==> src/iefb_pkg.sv <==
// Package: register map, field positions and reset values
package iefb_pkg;
  // Register byte offsets on the APB bus
  localparam logic [7:0] OFS_EDGE_SEL = 8'h00;
  localparam logic [7:0] OFS_CTRL_FIRST = 8'h04;
  localparam logic [7:0] OFS_CTRL_SECOND = 8'h08;
  localparam logic [7:0] OFS_CTRL_THIRD = 8'h0c;
  localparam logic [7:0] OFS_EVT_STATUS = 8'h10;
  localparam logic [7:0] OFS_EVT_CLEAR = 8'h14;
  localparam logic [7:0] OFS_EVT_ENABLE = 8'h18;
  // Reset values
  localparam logic [7:0] RST_EDGE_SEL = 8'h00;
  localparam logic [7:0] RST_CTRL = 8'h00;
  localparam logic [1:0] RST_EVT = 2'h0;
  // Edge select coding
  localparam logic [1:0] EDGE_OFF = 2'h0;
  localparam logic [1:0] EDGE_RISE = 2'h1;
  localparam logic [1:0] EDGE_FALL = 2'h2;
  localparam logic [1:0] EDGE_BOTH = 2'h3;
  // Edge select field positions
  localparam int PIN0_SEL_LSB = 0;
  localparam int PIN1_SEL_LSB = 2;
  localparam logic [7:0] EDGE_SEL_MASK = 8'h0f;
  // First control register bits
  localparam int B1_GLOBAL_EN = 0;
  localparam int B1_EXT0_EN = 1;
  localparam int B1_CMP_EN = 2;
  localparam int B1_MF0_EN = 3;
  localparam int B1_EXT0_FLAG = 4;
  localparam int B1_CMP_FLAG = 5;
  localparam int B1_MF0_FLAG = 6;
  localparam logic [7:0] CTRL_FIRST_MASK = 8'h7f;
  // Second control register bits
  localparam int B2_MF1_EN = 0;
  localparam int B2_MF2_EN = 1;
  localparam int B2_CONV_EN = 2;
  localparam int B2_TB0_EN = 3;
  localparam int B2_MF1_FLAG = 4;
  localparam int B2_MF2_FLAG = 5;
  localparam int B2_CONV_FLAG = 6;
  localparam int B2_TB0_FLAG = 7;
  // Third control register bits
  localparam int B3_TB1_EN = 0;
  localparam int B3_EXT1_EN = 1;
  localparam int B3_SER_EN = 2;
  localparam int B3_UART_EN = 3;
  localparam int B3_TB1_FLAG = 4;
  localparam int B3_EXT1_FLAG = 5;
  localparam int B3_SER_FLAG = 6;
  localparam int B3_UART_FLAG = 7;
  // Event status bits: pin edges seen
  localparam int EV_PIN0 = 0;
  localparam int EV_PIN1 = 1;
  // Request vector width
  localparam int NUM_REQ = 10;
endpackage : iefb_pkg

==> src/iefb_edge_if.sv <==
// Interface: edge detector select and event
`timescale 1ns/10ps
`default_nettype none
interface iefb_edge_if;
  logic [1:0] sel;
  logic evt;
  modport det (input sel, output evt);
  modport ctl (output sel, input evt);
endinterface : iefb_edge_if
`default_nettype wire

==> src/iefb_edge_det.sv <==
// Pin synchroniser and selectable edge detector
`timescale 1ns/10ps
`default_nettype none
module iefb_edge_det
(
  input wire logic i_clk,
  input wire logic i_rst_n,
  input wire logic i_pin,
  iefb_edge_if.det eif
);
  logic [2:0] sync_ff;
  logic lvl_ff;
  logic rise;
  logic fall;

  // Three flops; change taken when second and third agree
  always_ff @(posedge i_clk)
  begin
    sync_ff <= {sync_ff[1:0], i_pin};
  end

  // Level follows the pin in reset; no false edge at release
  always_ff @(posedge i_clk)
  begin
    if (!i_rst_n)
      lvl_ff <= sync_ff[2];
    else if (sync_ff[1] == sync_ff[2])
      lvl_ff <= sync_ff[2];
  end

  assign rise = (sync_ff[1] == sync_ff[2]) && sync_ff[2] && !lvl_ff;
  assign fall = (sync_ff[1] == sync_ff[2]) && !sync_ff[2] && lvl_ff;

  always_comb
  begin
    case (eif.sel)
      iefb_pkg::EDGE_OFF: eif.evt = 1'b0;
      iefb_pkg::EDGE_RISE: eif.evt = rise;
      iefb_pkg::EDGE_FALL: eif.evt = fall;
      iefb_pkg::EDGE_BOTH: eif.evt = rise | fall;
      default: eif.evt = 1'b0;
    endcase
  end
endmodule // iefb_edge_det
`default_nettype wire

==> src/iefb_top.sv <==
// Interrupt enable and flag bank with APB register access
`timescale 1ns/10ps
`default_nettype none
// Summary of operation
// - Pin 1 edge field: 00 off, 01 rising, 10 falling, 11 both edges.
// - Pin 0 edge field at bits 1 to 0 uses the same coding.
// - Upper four bits of the edge select register read zero.
// - First control bit 0 is the global enable gating every O_IRQ_REQ request; pin event status reaches O_IRQ ungated.
// - First control bit 4 is the pin 0 flag, set by a selected edge.
// - First control bit 5 is the comparator flag, set by its request.
// - First control bit 2 enables the comparator interrupt.
// - First control bits 6 and 3 are multi-function 0 flag and enable.
// - Second control bits 4, 5 are group 1, 2 flags; bits 0, 1 enables.
// - Second control bits 3, 7 time base 0; bits 6, 2 converter.
// - Third control bit 5 is the pin 1 flag, bit 1 its enable.
// - Third control bit 4 is the time base 1 flag, bit 0 its enable.
// - Third control bits 3, 7 UART; bits 6, 2 serial interface.
module iefb_top
(
  input wire logic I_MCLK,
  input wire logic I_RST_N,
  input wire logic I_PSEL,
  input wire logic I_PENABLE,
  input wire logic I_PWRITE,
  input wire logic [7:0] I_PADDR,
  input wire logic [31:0] I_PWDATA,
  input wire logic [3:0] I_PSTRB,
  output logic [31:0] O_PRDATA,
  output logic O_PREADY,
  output logic O_PSLVERR,
  input wire logic I_EXT_PIN_ZERO,
  input wire logic I_EXT_PIN_ONE,
  input wire logic I_CMP_REQ,
  input wire logic I_MF0_REQ,
  input wire logic I_MF1_REQ,
  input wire logic I_MF2_REQ,
  input wire logic I_CONV_REQ,
  input wire logic I_TB0_REQ,
  input wire logic I_TB1_REQ,
  input wire logic I_SER_REQ,
  input wire logic I_UART_REQ,
  output logic [9:0] O_IRQ_REQ,
  output logic O_IRQ
);
  logic [7:0] edge_sel_ff;
  logic [7:0] ctrl1_ff;
  logic [7:0] ctrl2_ff;
  logic [7:0] ctrl3_ff;
  logic [1:0] evt_stat_ff;
  logic [1:0] evt_en_ff;
  logic [7:0] nxt_ctrl1;
  logic [7:0] nxt_ctrl2;
  logic [7:0] nxt_ctrl3;
  logic [9:0] nxt_req;
  logic [31:0] nxt_rdata;
  logic wr_en;
  logic rd_en;
  logic addr_ok;
  logic wr_lane0;
  logic [7:0] wbyte;
  logic pin0_evt;
  logic pin1_evt;
  logic glb;

  iefb_edge_if eif0();
  iefb_edge_if eif1();

  iefb_edge_det u_det0
  (
    .i_clk(I_MCLK),
    .i_rst_n(I_RST_N),
    .i_pin(I_EXT_PIN_ZERO),
    .eif(eif0)
  );

  iefb_edge_det u_det1
  (
    .i_clk(I_MCLK),
    .i_rst_n(I_RST_N),
    .i_pin(I_EXT_PIN_ONE),
    .eif(eif1)
  );

  assign eif0.sel = edge_sel_ff[iefb_pkg::PIN0_SEL_LSB +: 2];
  assign eif1.sel = edge_sel_ff[iefb_pkg::PIN1_SEL_LSB +: 2];
  assign pin0_evt = eif0.evt;
  assign pin1_evt = eif1.evt;

  // APB decode; single-cycle access phase
  assign wr_en = I_PSEL && I_PENABLE && I_PWRITE;
  assign rd_en = I_PSEL && !I_PWRITE;
  assign wr_lane0 = wr_en && I_PSTRB[0];
  assign wbyte = I_PWDATA[7:0];
  assign O_PREADY = 1'b1;

  always_comb
  begin
    case (I_PADDR)
      iefb_pkg::OFS_EDGE_SEL,
      iefb_pkg::OFS_CTRL_FIRST,
      iefb_pkg::OFS_CTRL_SECOND,
      iefb_pkg::OFS_CTRL_THIRD,
      iefb_pkg::OFS_EVT_STATUS,
      iefb_pkg::OFS_EVT_CLEAR,
      iefb_pkg::OFS_EVT_ENABLE: addr_ok = 1'b1;
      default: addr_ok = 1'b0;
    endcase
  end

  assign O_PSLVERR = I_PSEL && I_PENABLE && !addr_ok;

  // Edge select register; upper nibble not stored
  always_ff @(posedge I_MCLK)
  begin
    if (!I_RST_N)
      edge_sel_ff <= iefb_pkg::RST_EDGE_SEL;
    else if (wr_lane0 && I_PADDR == iefb_pkg::OFS_EDGE_SEL)
      edge_sel_ff <= wbyte & iefb_pkg::EDGE_SEL_MASK;
  end

  // First control register: write, then hardware sets win
  always_comb
  begin
    nxt_ctrl1 = ctrl1_ff;
    if (wr_lane0 && I_PADDR == iefb_pkg::OFS_CTRL_FIRST)
      nxt_ctrl1 = wbyte & iefb_pkg::CTRL_FIRST_MASK;
    if (pin0_evt)
      nxt_ctrl1[iefb_pkg::B1_EXT0_FLAG] = 1'b1;
    if (I_CMP_REQ)
      nxt_ctrl1[iefb_pkg::B1_CMP_FLAG] = 1'b1;
    if (I_MF0_REQ)
      nxt_ctrl1[iefb_pkg::B1_MF0_FLAG] = 1'b1;
  end

  always_ff @(posedge I_MCLK)
  begin
    if (!I_RST_N)
      ctrl1_ff <= iefb_pkg::RST_CTRL;
    else
      ctrl1_ff <= nxt_ctrl1;
  end

  // Second control register
  always_comb
  begin
    nxt_ctrl2 = ctrl2_ff;
    if (wr_lane0 && I_PADDR == iefb_pkg::OFS_CTRL_SECOND)
      nxt_ctrl2 = wbyte;
    if (I_MF1_REQ)
      nxt_ctrl2[iefb_pkg::B2_MF1_FLAG] = 1'b1;
    if (I_MF2_REQ)
      nxt_ctrl2[iefb_pkg::B2_MF2_FLAG] = 1'b1;
    if (I_CONV_REQ)
      nxt_ctrl2[iefb_pkg::B2_CONV_FLAG] = 1'b1;
    if (I_TB0_REQ)
      nxt_ctrl2[iefb_pkg::B2_TB0_FLAG] = 1'b1;
  end

  always_ff @(posedge I_MCLK)
  begin
    if (!I_RST_N)
      ctrl2_ff <= iefb_pkg::RST_CTRL;
    else
      ctrl2_ff <= nxt_ctrl2;
  end

  // Third control register
  always_comb
  begin
    nxt_ctrl3 = ctrl3_ff;
    if (wr_lane0 && I_PADDR == iefb_pkg::OFS_CTRL_THIRD)
      nxt_ctrl3 = wbyte;
    if (I_TB1_REQ)
      nxt_ctrl3[iefb_pkg::B3_TB1_FLAG] = 1'b1;
    if (pin1_evt)
      nxt_ctrl3[iefb_pkg::B3_EXT1_FLAG] = 1'b1;
    if (I_SER_REQ)
      nxt_ctrl3[iefb_pkg::B3_SER_FLAG] = 1'b1;
    if (I_UART_REQ)
      nxt_ctrl3[iefb_pkg::B3_UART_FLAG] = 1'b1;
  end

  always_ff @(posedge I_MCLK)
  begin
    if (!I_RST_N)
      ctrl3_ff <= iefb_pkg::RST_CTRL;
    else
      ctrl3_ff <= nxt_ctrl3;
  end

  // Pin edge event status: sticky, clear by write-one, set wins
  always_ff @(posedge I_MCLK)
  begin
    if (!I_RST_N)
      evt_stat_ff <= iefb_pkg::RST_EVT;
    else if (wr_lane0 && I_PADDR == iefb_pkg::OFS_EVT_CLEAR)
      evt_stat_ff <= (evt_stat_ff & ~wbyte[1:0]) | {pin1_evt, pin0_evt};
    else
      evt_stat_ff <= evt_stat_ff | {pin1_evt, pin0_evt};
  end

  always_ff @(posedge I_MCLK)
  begin
    if (!I_RST_N)
      evt_en_ff <= iefb_pkg::RST_EVT;
    else if (wr_lane0 && I_PADDR == iefb_pkg::OFS_EVT_ENABLE)
      evt_en_ff <= wbyte[1:0];
  end

  // Gated requests toward the core
  assign glb = ctrl1_ff[iefb_pkg::B1_GLOBAL_EN];

  always_comb
  begin
    nxt_req[0] = ctrl1_ff[iefb_pkg::B1_EXT0_FLAG] &
                 ctrl1_ff[iefb_pkg::B1_EXT0_EN];
    nxt_req[1] = ctrl1_ff[iefb_pkg::B1_CMP_FLAG] &
                 ctrl1_ff[iefb_pkg::B1_CMP_EN];
    nxt_req[2] = ctrl1_ff[iefb_pkg::B1_MF0_FLAG] &
                 ctrl1_ff[iefb_pkg::B1_MF0_EN];
    nxt_req[3] = ctrl2_ff[iefb_pkg::B2_MF1_FLAG] &
                 ctrl2_ff[iefb_pkg::B2_MF1_EN];
    nxt_req[4] = ctrl2_ff[iefb_pkg::B2_MF2_FLAG] &
                 ctrl2_ff[iefb_pkg::B2_MF2_EN];
    nxt_req[5] = ctrl2_ff[iefb_pkg::B2_CONV_FLAG] &
                 ctrl2_ff[iefb_pkg::B2_CONV_EN];
    nxt_req[6] = ctrl2_ff[iefb_pkg::B2_TB0_FLAG] &
                 ctrl2_ff[iefb_pkg::B2_TB0_EN];
    nxt_req[7] = ctrl3_ff[iefb_pkg::B3_EXT1_FLAG] &
                 ctrl3_ff[iefb_pkg::B3_EXT1_EN];
    nxt_req[8] = ctrl3_ff[iefb_pkg::B3_TB1_FLAG] &
                 ctrl3_ff[iefb_pkg::B3_TB1_EN];
    nxt_req[9] = (ctrl3_ff[iefb_pkg::B3_UART_FLAG] &
                  ctrl3_ff[iefb_pkg::B3_UART_EN]) |
                 (ctrl3_ff[iefb_pkg::B3_SER_FLAG] &
                  ctrl3_ff[iefb_pkg::B3_SER_EN]);
    if (!glb)
      nxt_req = 10'h000;
  end

  assign O_IRQ_REQ = nxt_req;
  assign O_IRQ = (|nxt_req) | (|(evt_stat_ff & evt_en_ff));

  // Read mux, registered into the access phase
  always_comb
  begin
    nxt_rdata = 32'h0000_0000;
    case (I_PADDR)
      iefb_pkg::OFS_EDGE_SEL: nxt_rdata[7:0] = edge_sel_ff;
      iefb_pkg::OFS_CTRL_FIRST: nxt_rdata[7:0] = ctrl1_ff;
      iefb_pkg::OFS_CTRL_SECOND: nxt_rdata[7:0] = ctrl2_ff;
      iefb_pkg::OFS_CTRL_THIRD: nxt_rdata[7:0] = ctrl3_ff;
      iefb_pkg::OFS_EVT_STATUS: nxt_rdata[1:0] = evt_stat_ff;
      iefb_pkg::OFS_EVT_ENABLE: nxt_rdata[1:0] = evt_en_ff;
      default: nxt_rdata = 32'h0000_0000;
    endcase
  end

  always_ff @(posedge I_MCLK)
  begin
    if (!I_RST_N)
      O_PRDATA <= 32'h0000_0000;
    else if (rd_en && !I_PENABLE)
      O_PRDATA <= nxt_rdata;
  end
endmodule // iefb_top
`default_nettype wire

==> config.mk <==
export PLATFORM = sky130hd
export DESIGN_NAME = iefb_top
export DESIGN_NICKNAME = d
export VERILOG_FILES = /design/src/iefb_pkg.sv /design/src/iefb_edge_if.sv /design/src/iefb_edge_det.sv /design/src/iefb_top.sv
export SDC_FILE = /design/constraint.sdc
export NUM_CORES = 1
export LEC_CHECK = 0
export ABC_AREA = 1
export BUFFER_PORTS_ARGS = -buffer_cell sky130_fd_sc_hd__buf_2
export CAP_MARGIN = 20
export CORE_MARGIN = 2
export CORE_UTILIZATION = 51
export DETAILED_ROUTE_END_ITERATION = 8
export PLACE_DENSITY_LB_ADDON = 0.05
export SYNTH_ARGS = -nofsm -noshare
export SYNTH_HDL_FRONTEND = slang
export SYNTH_SLANG_ARGS = --single-unit
==> constraint.sdc <==
create_clock -name I_MCLK -period 1.8 [get_ports I_MCLK]
set_input_delay 0.18 -clock I_MCLK [delete_from_list [all_inputs] [get_ports I_MCLK]]
set_output_delay 0.18 -clock I_MCLK [all_outputs]
set_load 0.005 [all_outputs]
==> metrics.txt, run 1 <==
Worst Hold Class=input port to flip-flop; max-cap check violation count=0; dominant register cell in the synthesized netlist=dfxtp_1; Iter 0 DRT Violations=102; end of the worst hold path=ctrl2_ff[7]$_SDFFE_PN0P_; FILL cells=481; clk slew on worst S/H paths=0.09 ns; max incr delay on CP=0.40 ns; chip height=73.8 µm; DP Wirelength=4.69 mm; Layout area overhead=13.4%; Leakage=1.48 nW; Horiz. Die Dim=73.8 µm; nets=470; R2R Path Start=u_det0.sync_ff[1]$_DFF_P_; CTS Root Cell=clkbuf_8; vias in the first global route=2,051; post-CTS setup buffers=0; crit path DAT=1.52 ns; slack of the worst reg-to-reg path=0.33 ns; share of post-route cells with drive strength above 1=0.199; Slew Viols, Final=0; worst-case reg-to-reg path depth=6; gr ovfl total=0; slowest stage cell, crit path=dfxtp_1; largest area contributor in the netlist=dfxtp_1; Avg Cell Area, Syn=7.11 µm²; core area=4690 µm²; CTS HTree Levels=2; WHS Path Cells=5; Finished Cell Area=2810 µm²; n_diodes=0; HP Start=I_TB0_REQ; Worst EP required=1.62 ns; pwr dens=674 nW/µm²; row count=25; final hold vios=0; clock tree buffer depth=2; Starting Density=0.529; Synth top area share=0.363; CP endpoint kind=primary output; routed vias=2,298; initial antenna violation count=0; first-pass GRT wire length=9.46 mm; WS Path Type=flip-flop to primary output; number of synthesized flops with an enable pin=2; register area share after synthesis=0.387; ys async rst share=0; final setup TNS=0 ns; worst hold margin=0.125 ns; full die area=5440 µm²; Syn Inst Count=349; final worst path period share=0.947; Detail Route Antenna Nets=0; Critical R2R Capture=ctrl1_ff[4]$_SDFFE_PN0P_; Yosys Warn Count=0; CTS tree=yes; total track usage=0.233; # setup viols final=0; synth unique cells=32; I/O pin cnt=105; CTS Buf Count=5; Buffers on Ports=52; Layout Skew=0.00347 ns; Routed wire per std cell=12.9 µm; Clk Latency, worst-skew pair=0.30 ns; crit-path cells=nand2_1, nor2_1, a221oi_1, nand4_1, buf_2; status=finished clean; CP startpoint kind=flip-flop; routed vias/inst=4.98; largest net degree at the start of global routing=26; gpl congestion=0.830; Buf/Inv on CP=1; DRC=0; dominant cells by area after synthesis=dfxtp_1, nand2_1, buf_4; Worst VDD drop=0.000517 V; synthesized area=2480 µm²; Pre-Repair DR Iteration Count=4; Post-DP Area=2710 µm²; Routed WL=5.93 mm; Max Freq=0.587 GHz; RSZ-0062 raised after global routing=no; CP delay by family, top=flip-flops; # clock sinks=47; crit path max fanout=9; Final Critical Period=1.70 ns; #FFs+latches synth=47
[repair_timing]
action,4_1_cts,5_1_grt
hold buffers,2,0
hold endpoints to repair,2,0
gates resized for setup,0,0
[how the worst max path moves through the flow]
stage	cells after the start	end	slack, ns	start
after CTS	5	O_IRQ	0.12	ctrl1_ff[0]$_SDFFE_PN0P_
final	5	O_IRQ	0.1	ctrl1_ff[0]$_SDFFE_PN0P_
after global placement	9	ctrl2_ff[4]$_SDFFE_PN0P_	0.34	I_PADDR[1]
after floorplan	5	O_IRQ	0.61	ctrl1_ff[0]$_SDFFE_PN0P_
after detailed placement	9	ctrl2_ff[5]$_SDFFE_PN0P_	0.31	I_PADDR[1]
after global routing	5	O_IRQ	0.07	ctrl1_ff[0]$_SDFFE_PN0P_
[flip-flops by register name, indices dropped and copies added (netlist names)]
name and count:
edge_sel_ff 4, u_det1.sync_ff 3, O_PRDATA 8, evt_stat_ff 2, ctrl2_ff 8, ctrl1_ff 7, ctrl3_ff 8, u_det0.sync_ff 3
u_det1.lvl_ff 1, evt_en_ff 2, u_det0.lvl_ff 1
[final cells by class]
| type | count | area, µm² | share of cell area |
|---|---|---|---|
| clock inverter | 2 | 12.5 | 0.00445 |
| clock buffer | 6 | 72.6 | 0.0258 |
| inverter | 53 | 208 | 0.0738 |
| tap | 54 | 67.6 | 0.0240 |
| sequential | 47 | 961 | 0.342 |
| multi-input combinational | 243 | 1200 | 0.425 |
| timing repair buffer | 56 | 295 | 0.105 |
[layer usage]
metal  share of wire  GRT usage
met1            0.44      0.295
met2            0.47      0.383
met3           0.066     0.0535
met4           0.029     0.0949
met5               0          0
[synthesized netlist by cell type (2+ instances only)]
master / instances
a21oi_1: 26
a21oi_2: 3
a32oi_1: 2
buf_4: 25
clkbuf_1: 4
conb_1: 2
dfxtp_1: 45
edfxtp_1: 2
ha_1: 4
inv_1: 47
inv_2: 2
nand2_1: 73
nand2_4: 3
nand3_1: 27
nor2_1: 30
nor2_2: 2
nor2_4: 4
nor4_1: 2
o21ai_0: 32
o21bai_1: 2
[placed cells by master (no fill, tap or decap)]
| master | count |
|---|---|
| nand2_1 | 73 |
| buf_2 | 52 |
| inv_1 | 47 |
| dfxtp_1 | 45 |
| o21ai_0 | 32 |
| nor2_1 | 30 |
| nand3_1 | 27 |
| a21oi_1 | 26 |
| conb_1 | 25 |
| clkbuf_8 | 5 |
| nor2_4 | 4 |
| ha_1 | 4 |
| nand2_4 | 3 |
| a21oi_2 | 3 |
| nor4_1 | 2 |
| nor2_2 | 2 |
| inv_2 | 2 |
| clkinv_4 | 2 |
| a32oi_1 | 2 |
| o21bai_1 | 2 |
| clkinv_1 | 2 |
| dlygate4sd3_1 | 2 |
| buf_4 | 2 |
| edfxtp_1 | 2 |
| a221oi_1 | 1 |
| nand4_1 | 1 |
| clkinv_2 | 1 |
| o221ai_1 | 1 |
| nor3_1 | 1 |
| nand4_2 | 1 |
| nor2_8 | 1 |
| inv_4 | 1 |
| nand2_2 | 1 |
| nor3_2 | 1 |
| clkbuf_1 | 1 |
[metrics by stage]
stage	util	cells	worst slack, ns	total power [mW]
after CTS	0.599	461	0.116	1.91
after detailed placement	0.577	451	0.308	1.29
after floorplan	-	372	0.609	1.25
after global routing	0.599	461	0.0722	1.97
final	0.599	461	0.0951	1.90
after global placement	0.577	451	0.339	1.28
[worst register-to-register path, cell delays in order (launching register included)]
cell	delay (ns)
dfxtp_1	0.36
inv_1	0.05
ha_1	0.19
a32oi_1	0.35
o21ai_0	0.19
o21ai_0	0.19
inv_1	0.05
[cells by family (layout without fill, tap and decap cells)]
| group | Yosys count | after routing | synth area share |
|---|---|---|---|
| and+or+nand+nor | 147 | 147 | 0.276 |
| buffers and inverters | 82 | 117 | 0.165 |
| AOI/OAI and AO/OA | 67 | 67 | 0.148 |
| DFF | 47 | 47 | 0.387 |
| adders and majority gates | 4 | 4 | 0.0202 |
| other | 2 | 25 | 0.00303 |
[report_power, final]
| group | switching [mW] | internal [mW] |
|---|---|---|
| logic | 0.106 | 0.0637 |
| registers | 0.0220 | 1.08 |
| clock network | 0.357 | 0.272 |
| total | 0.484 | 1.41 |
Power figures use the tool's default switching activity.
==> inputs of run 2 (changes only) <==
ABC_CLOCK_PERIOD_IN_PS = 1800   (was default)
CORE_ASPECT_RATIO = 1.25   (was default)
==> run 2 against run 1 <==
Compared with the run above: flip-flop and latch count is the same; clock-buffer cell count shrank 1; maximum frequency is 2.9% higher; power increased by 7.8%; sequential power barely moved; clock power up 24%; combinational power about the same; highest routed layer unchanged.
==> metrics.txt, run 2 (synthesized netlist as in run 1, its figures left out) <==
Worst-Margin Slew=0.506 ns; clock tree buffer depth=2 (unchanged); full die area=5440 µm² (about the same); R2R Path Start=u_det0.sync_ff[1]$_DFF_P_; Pint=1.55 mW (+10%); CP startpoint=ctrl1_ff[0]$_SDFFE_PN0P_; routed vias/inst=4.99 (about the same); initial antenna violation count=0 (unchanged); Iter 0 DRT Violations=142 (+39%); DP Wirelength=4.71 mm (+0.38%); met1 GRT Util=0.296 (+0.00126); placed insts=458 (+1.6%); routed vias=2,333 (+1.5%); I/O pin cnt=105 (unchanged); row count=28 (+12%); CTS tree=yes; share of post-route cells with drive strength above 1=0.208 (+0.00932); Worst Hold Class=input port to flip-flop; WHS Path Cells=5 (unchanged); Detail Route Antenna Nets=0 (unchanged); Slew Viols, Final=0 (unchanged); Clk Latency, worst-skew pair=0.30 ns (about the same); clk slew on worst S/H paths=0.09 ns (about the same); Layout area overhead=15.5%; # clock sinks=47 (unchanged); nets=471 (+0.21%); total track usage=0.233 (about the same); combinational share of power=0.083 (-0.006); Pre-Repair DR Iteration Count=5 (+1); crit path max fanout=6 (-3); Leakage=1.51 nW (+1.6%); Starting Density=0.529 (about the same); Switching Fraction=0.240 (-0.0158); n_diodes=0 (unchanged); Finished Cell Area=2870 µm² (+1.9%); switching power=490 µW (+1.1%); largest net degree at the start of global routing=26 (unchanged); end of the worst hold path=ctrl1_ff[6]$_SDFFE_PN0P_; Buffers on Ports=52 (unchanged); Worst EP required=1.62 ns (about the same); Critical R2R Capture=ctrl1_ff[4]$_SDFFE_PN0P_; WS Path Type=flip-flop to primary output; CP endpoint kind=primary output; post-CTS setup buffers=0 (unchanged); final non-filler cell total=468 (+1.5%); slack of the worst reg-to-reg path=0.46 ns (+0.13 ns); Slew headroom=0.661; status=finished clean; CTS HTree Levels=2 (unchanged); Seq pwr share=0.537 (-0.042); # setup viols final=0 (unchanged); CTS Buf Count=5 (unchanged); final worst path period share=0.921 (-0.0266); biggest regs=O_PRDATA x8, ctrl2_ff x8, ctrl3_ff x8; vias in the first global route=2,034 (-0.83%); crit path DAT=1.48 ns (-0.04 ns); Layout Skew=0.00473 ns (+0.00126 ns); commonest cells after routing, fill and taps aside=nand2_1, buf_2, inv_1; GRT busiest layer=met2; grt met3 use=0.0411 (-0.0124); DRC=0 (unchanged); gr ovfl total=0 (unchanged); CTS Root Cell=clkbuf_8; max-cap check violation count=0 (unchanged); Max Freq=0.603 GHz (+2.9%); Horiz. Die Dim=66.4 µm (-10%); core area=4690 µm² (about the same); CP startpoint kind=flip-flop; HP Start=I_MF0_REQ; first-pass GRT wire length=9.59 mm (+1.4%); final setup TNS=0 ns (unchanged); FILL cells=490 (+1.9%); pwr dens=713 nW/µm² (+5.7%); Clk pwr share=0.381 (+0.049); RSZ-0062 raised after global routing=no; met2 usage=0.386 (+0.00306); Routed wire per std cell=12.8 µm (-0.47%); gpl congestion=0.885 (+6.7%); final hold vios=0 (unchanged); Worst VDD drop=0.000497 V (-3.9%); Routed WL=5.99 mm (+1.0%); chip height=82.0 µm (+11%); worst-case reg-to-reg path depth=6 (unchanged); leading cell type in the layout, fill and taps excluded=nand2_1; Final Critical Period=1.66 ns (-0.0478 ns); Post-DP Area=2720 µm² (+0.55%)
run 2: area by class of cell:
class / instances / area [µm²] / area share
Multi-Input combinational cell: 243 / 1210 / 0.422
Tap cell: 60 / 75.1 / 0.0262
Inverter: 53 / 208 / 0.0725
Clock inverter: 3 / 42.5 / 0.0148
Sequential cell: 47 / 961 / 0.335
Timing Repair Buffer: 57 / 303 / 0.106
Clock buffer: 5 / 68.8 / 0.0240
run 2: repair_timing:
action                                  CTS  global route
gates resized for setup                   0             2
endpoints found under the setup margin    0             1
endpoints found under the hold margin     2             0
hold buffers                              2             0
run 2: worst max path at each step:
stage | to | depth (start not counted)
after global routing | O_IRQ | 6
after CTS | O_IRQ | 5
after floorplan | O_IRQ | 5
after global placement | ctrl1_ff[4]$_SDFFE_PN0P_ | 9
after detailed placement | ctrl2_ff[4]$_SDFFE_PN0P_ | 9
final | O_IRQ | 6
run 2: power by group through the flow:
stage,Combinational [mW],Clock (mW),Sequential (mW)
final,0.169,0.778,1.10
after global routing,0.196,0.837,1.10
after CTS,0.169,0.793,1.10
after detailed placement,0.165,0,1.12
after global placement,0.163,0,1.12
after floorplan,0.132,0,1.11
run 2: critical path, cell delays in order, from the launching register on:
cell and delay, ns:
dfxtp_1 0.39, buf_4 0.18, nand3_1 0.06, inv_1 0.05, nor4_2 0.25, nand4_1 0.11
buf_2 0.14
run 2: metal layers:
metal	share of wire	wire length, µm
met5	0	0
met4	0.027	161
met3	0.073	436
met2	0.50	2970
met1	0.40	2430
run 2: stage by stage:
| stage | utilization | worst slack (ns) | hold WS [ns] | total power, mW |
|---|---|---|---|---|
| 5_1_grt | 0.611 | 0.0653 | 0.139 | 2.13 |
| 2_1_floorplan | - | 0.609 | 0.208 | 1.25 |
| 3_3_place_gp | 0.580 | 0.336 | 0.283 | 1.28 |
| 3_5_place_dp | 0.580 | 0.319 | 0.285 | 1.29 |
| 4_1_cts | 0.608 | 0.0227 | 0.121 | 2.06 |
| 6_report | 0.611 | 0.143 | 0.121 | 2.04 |
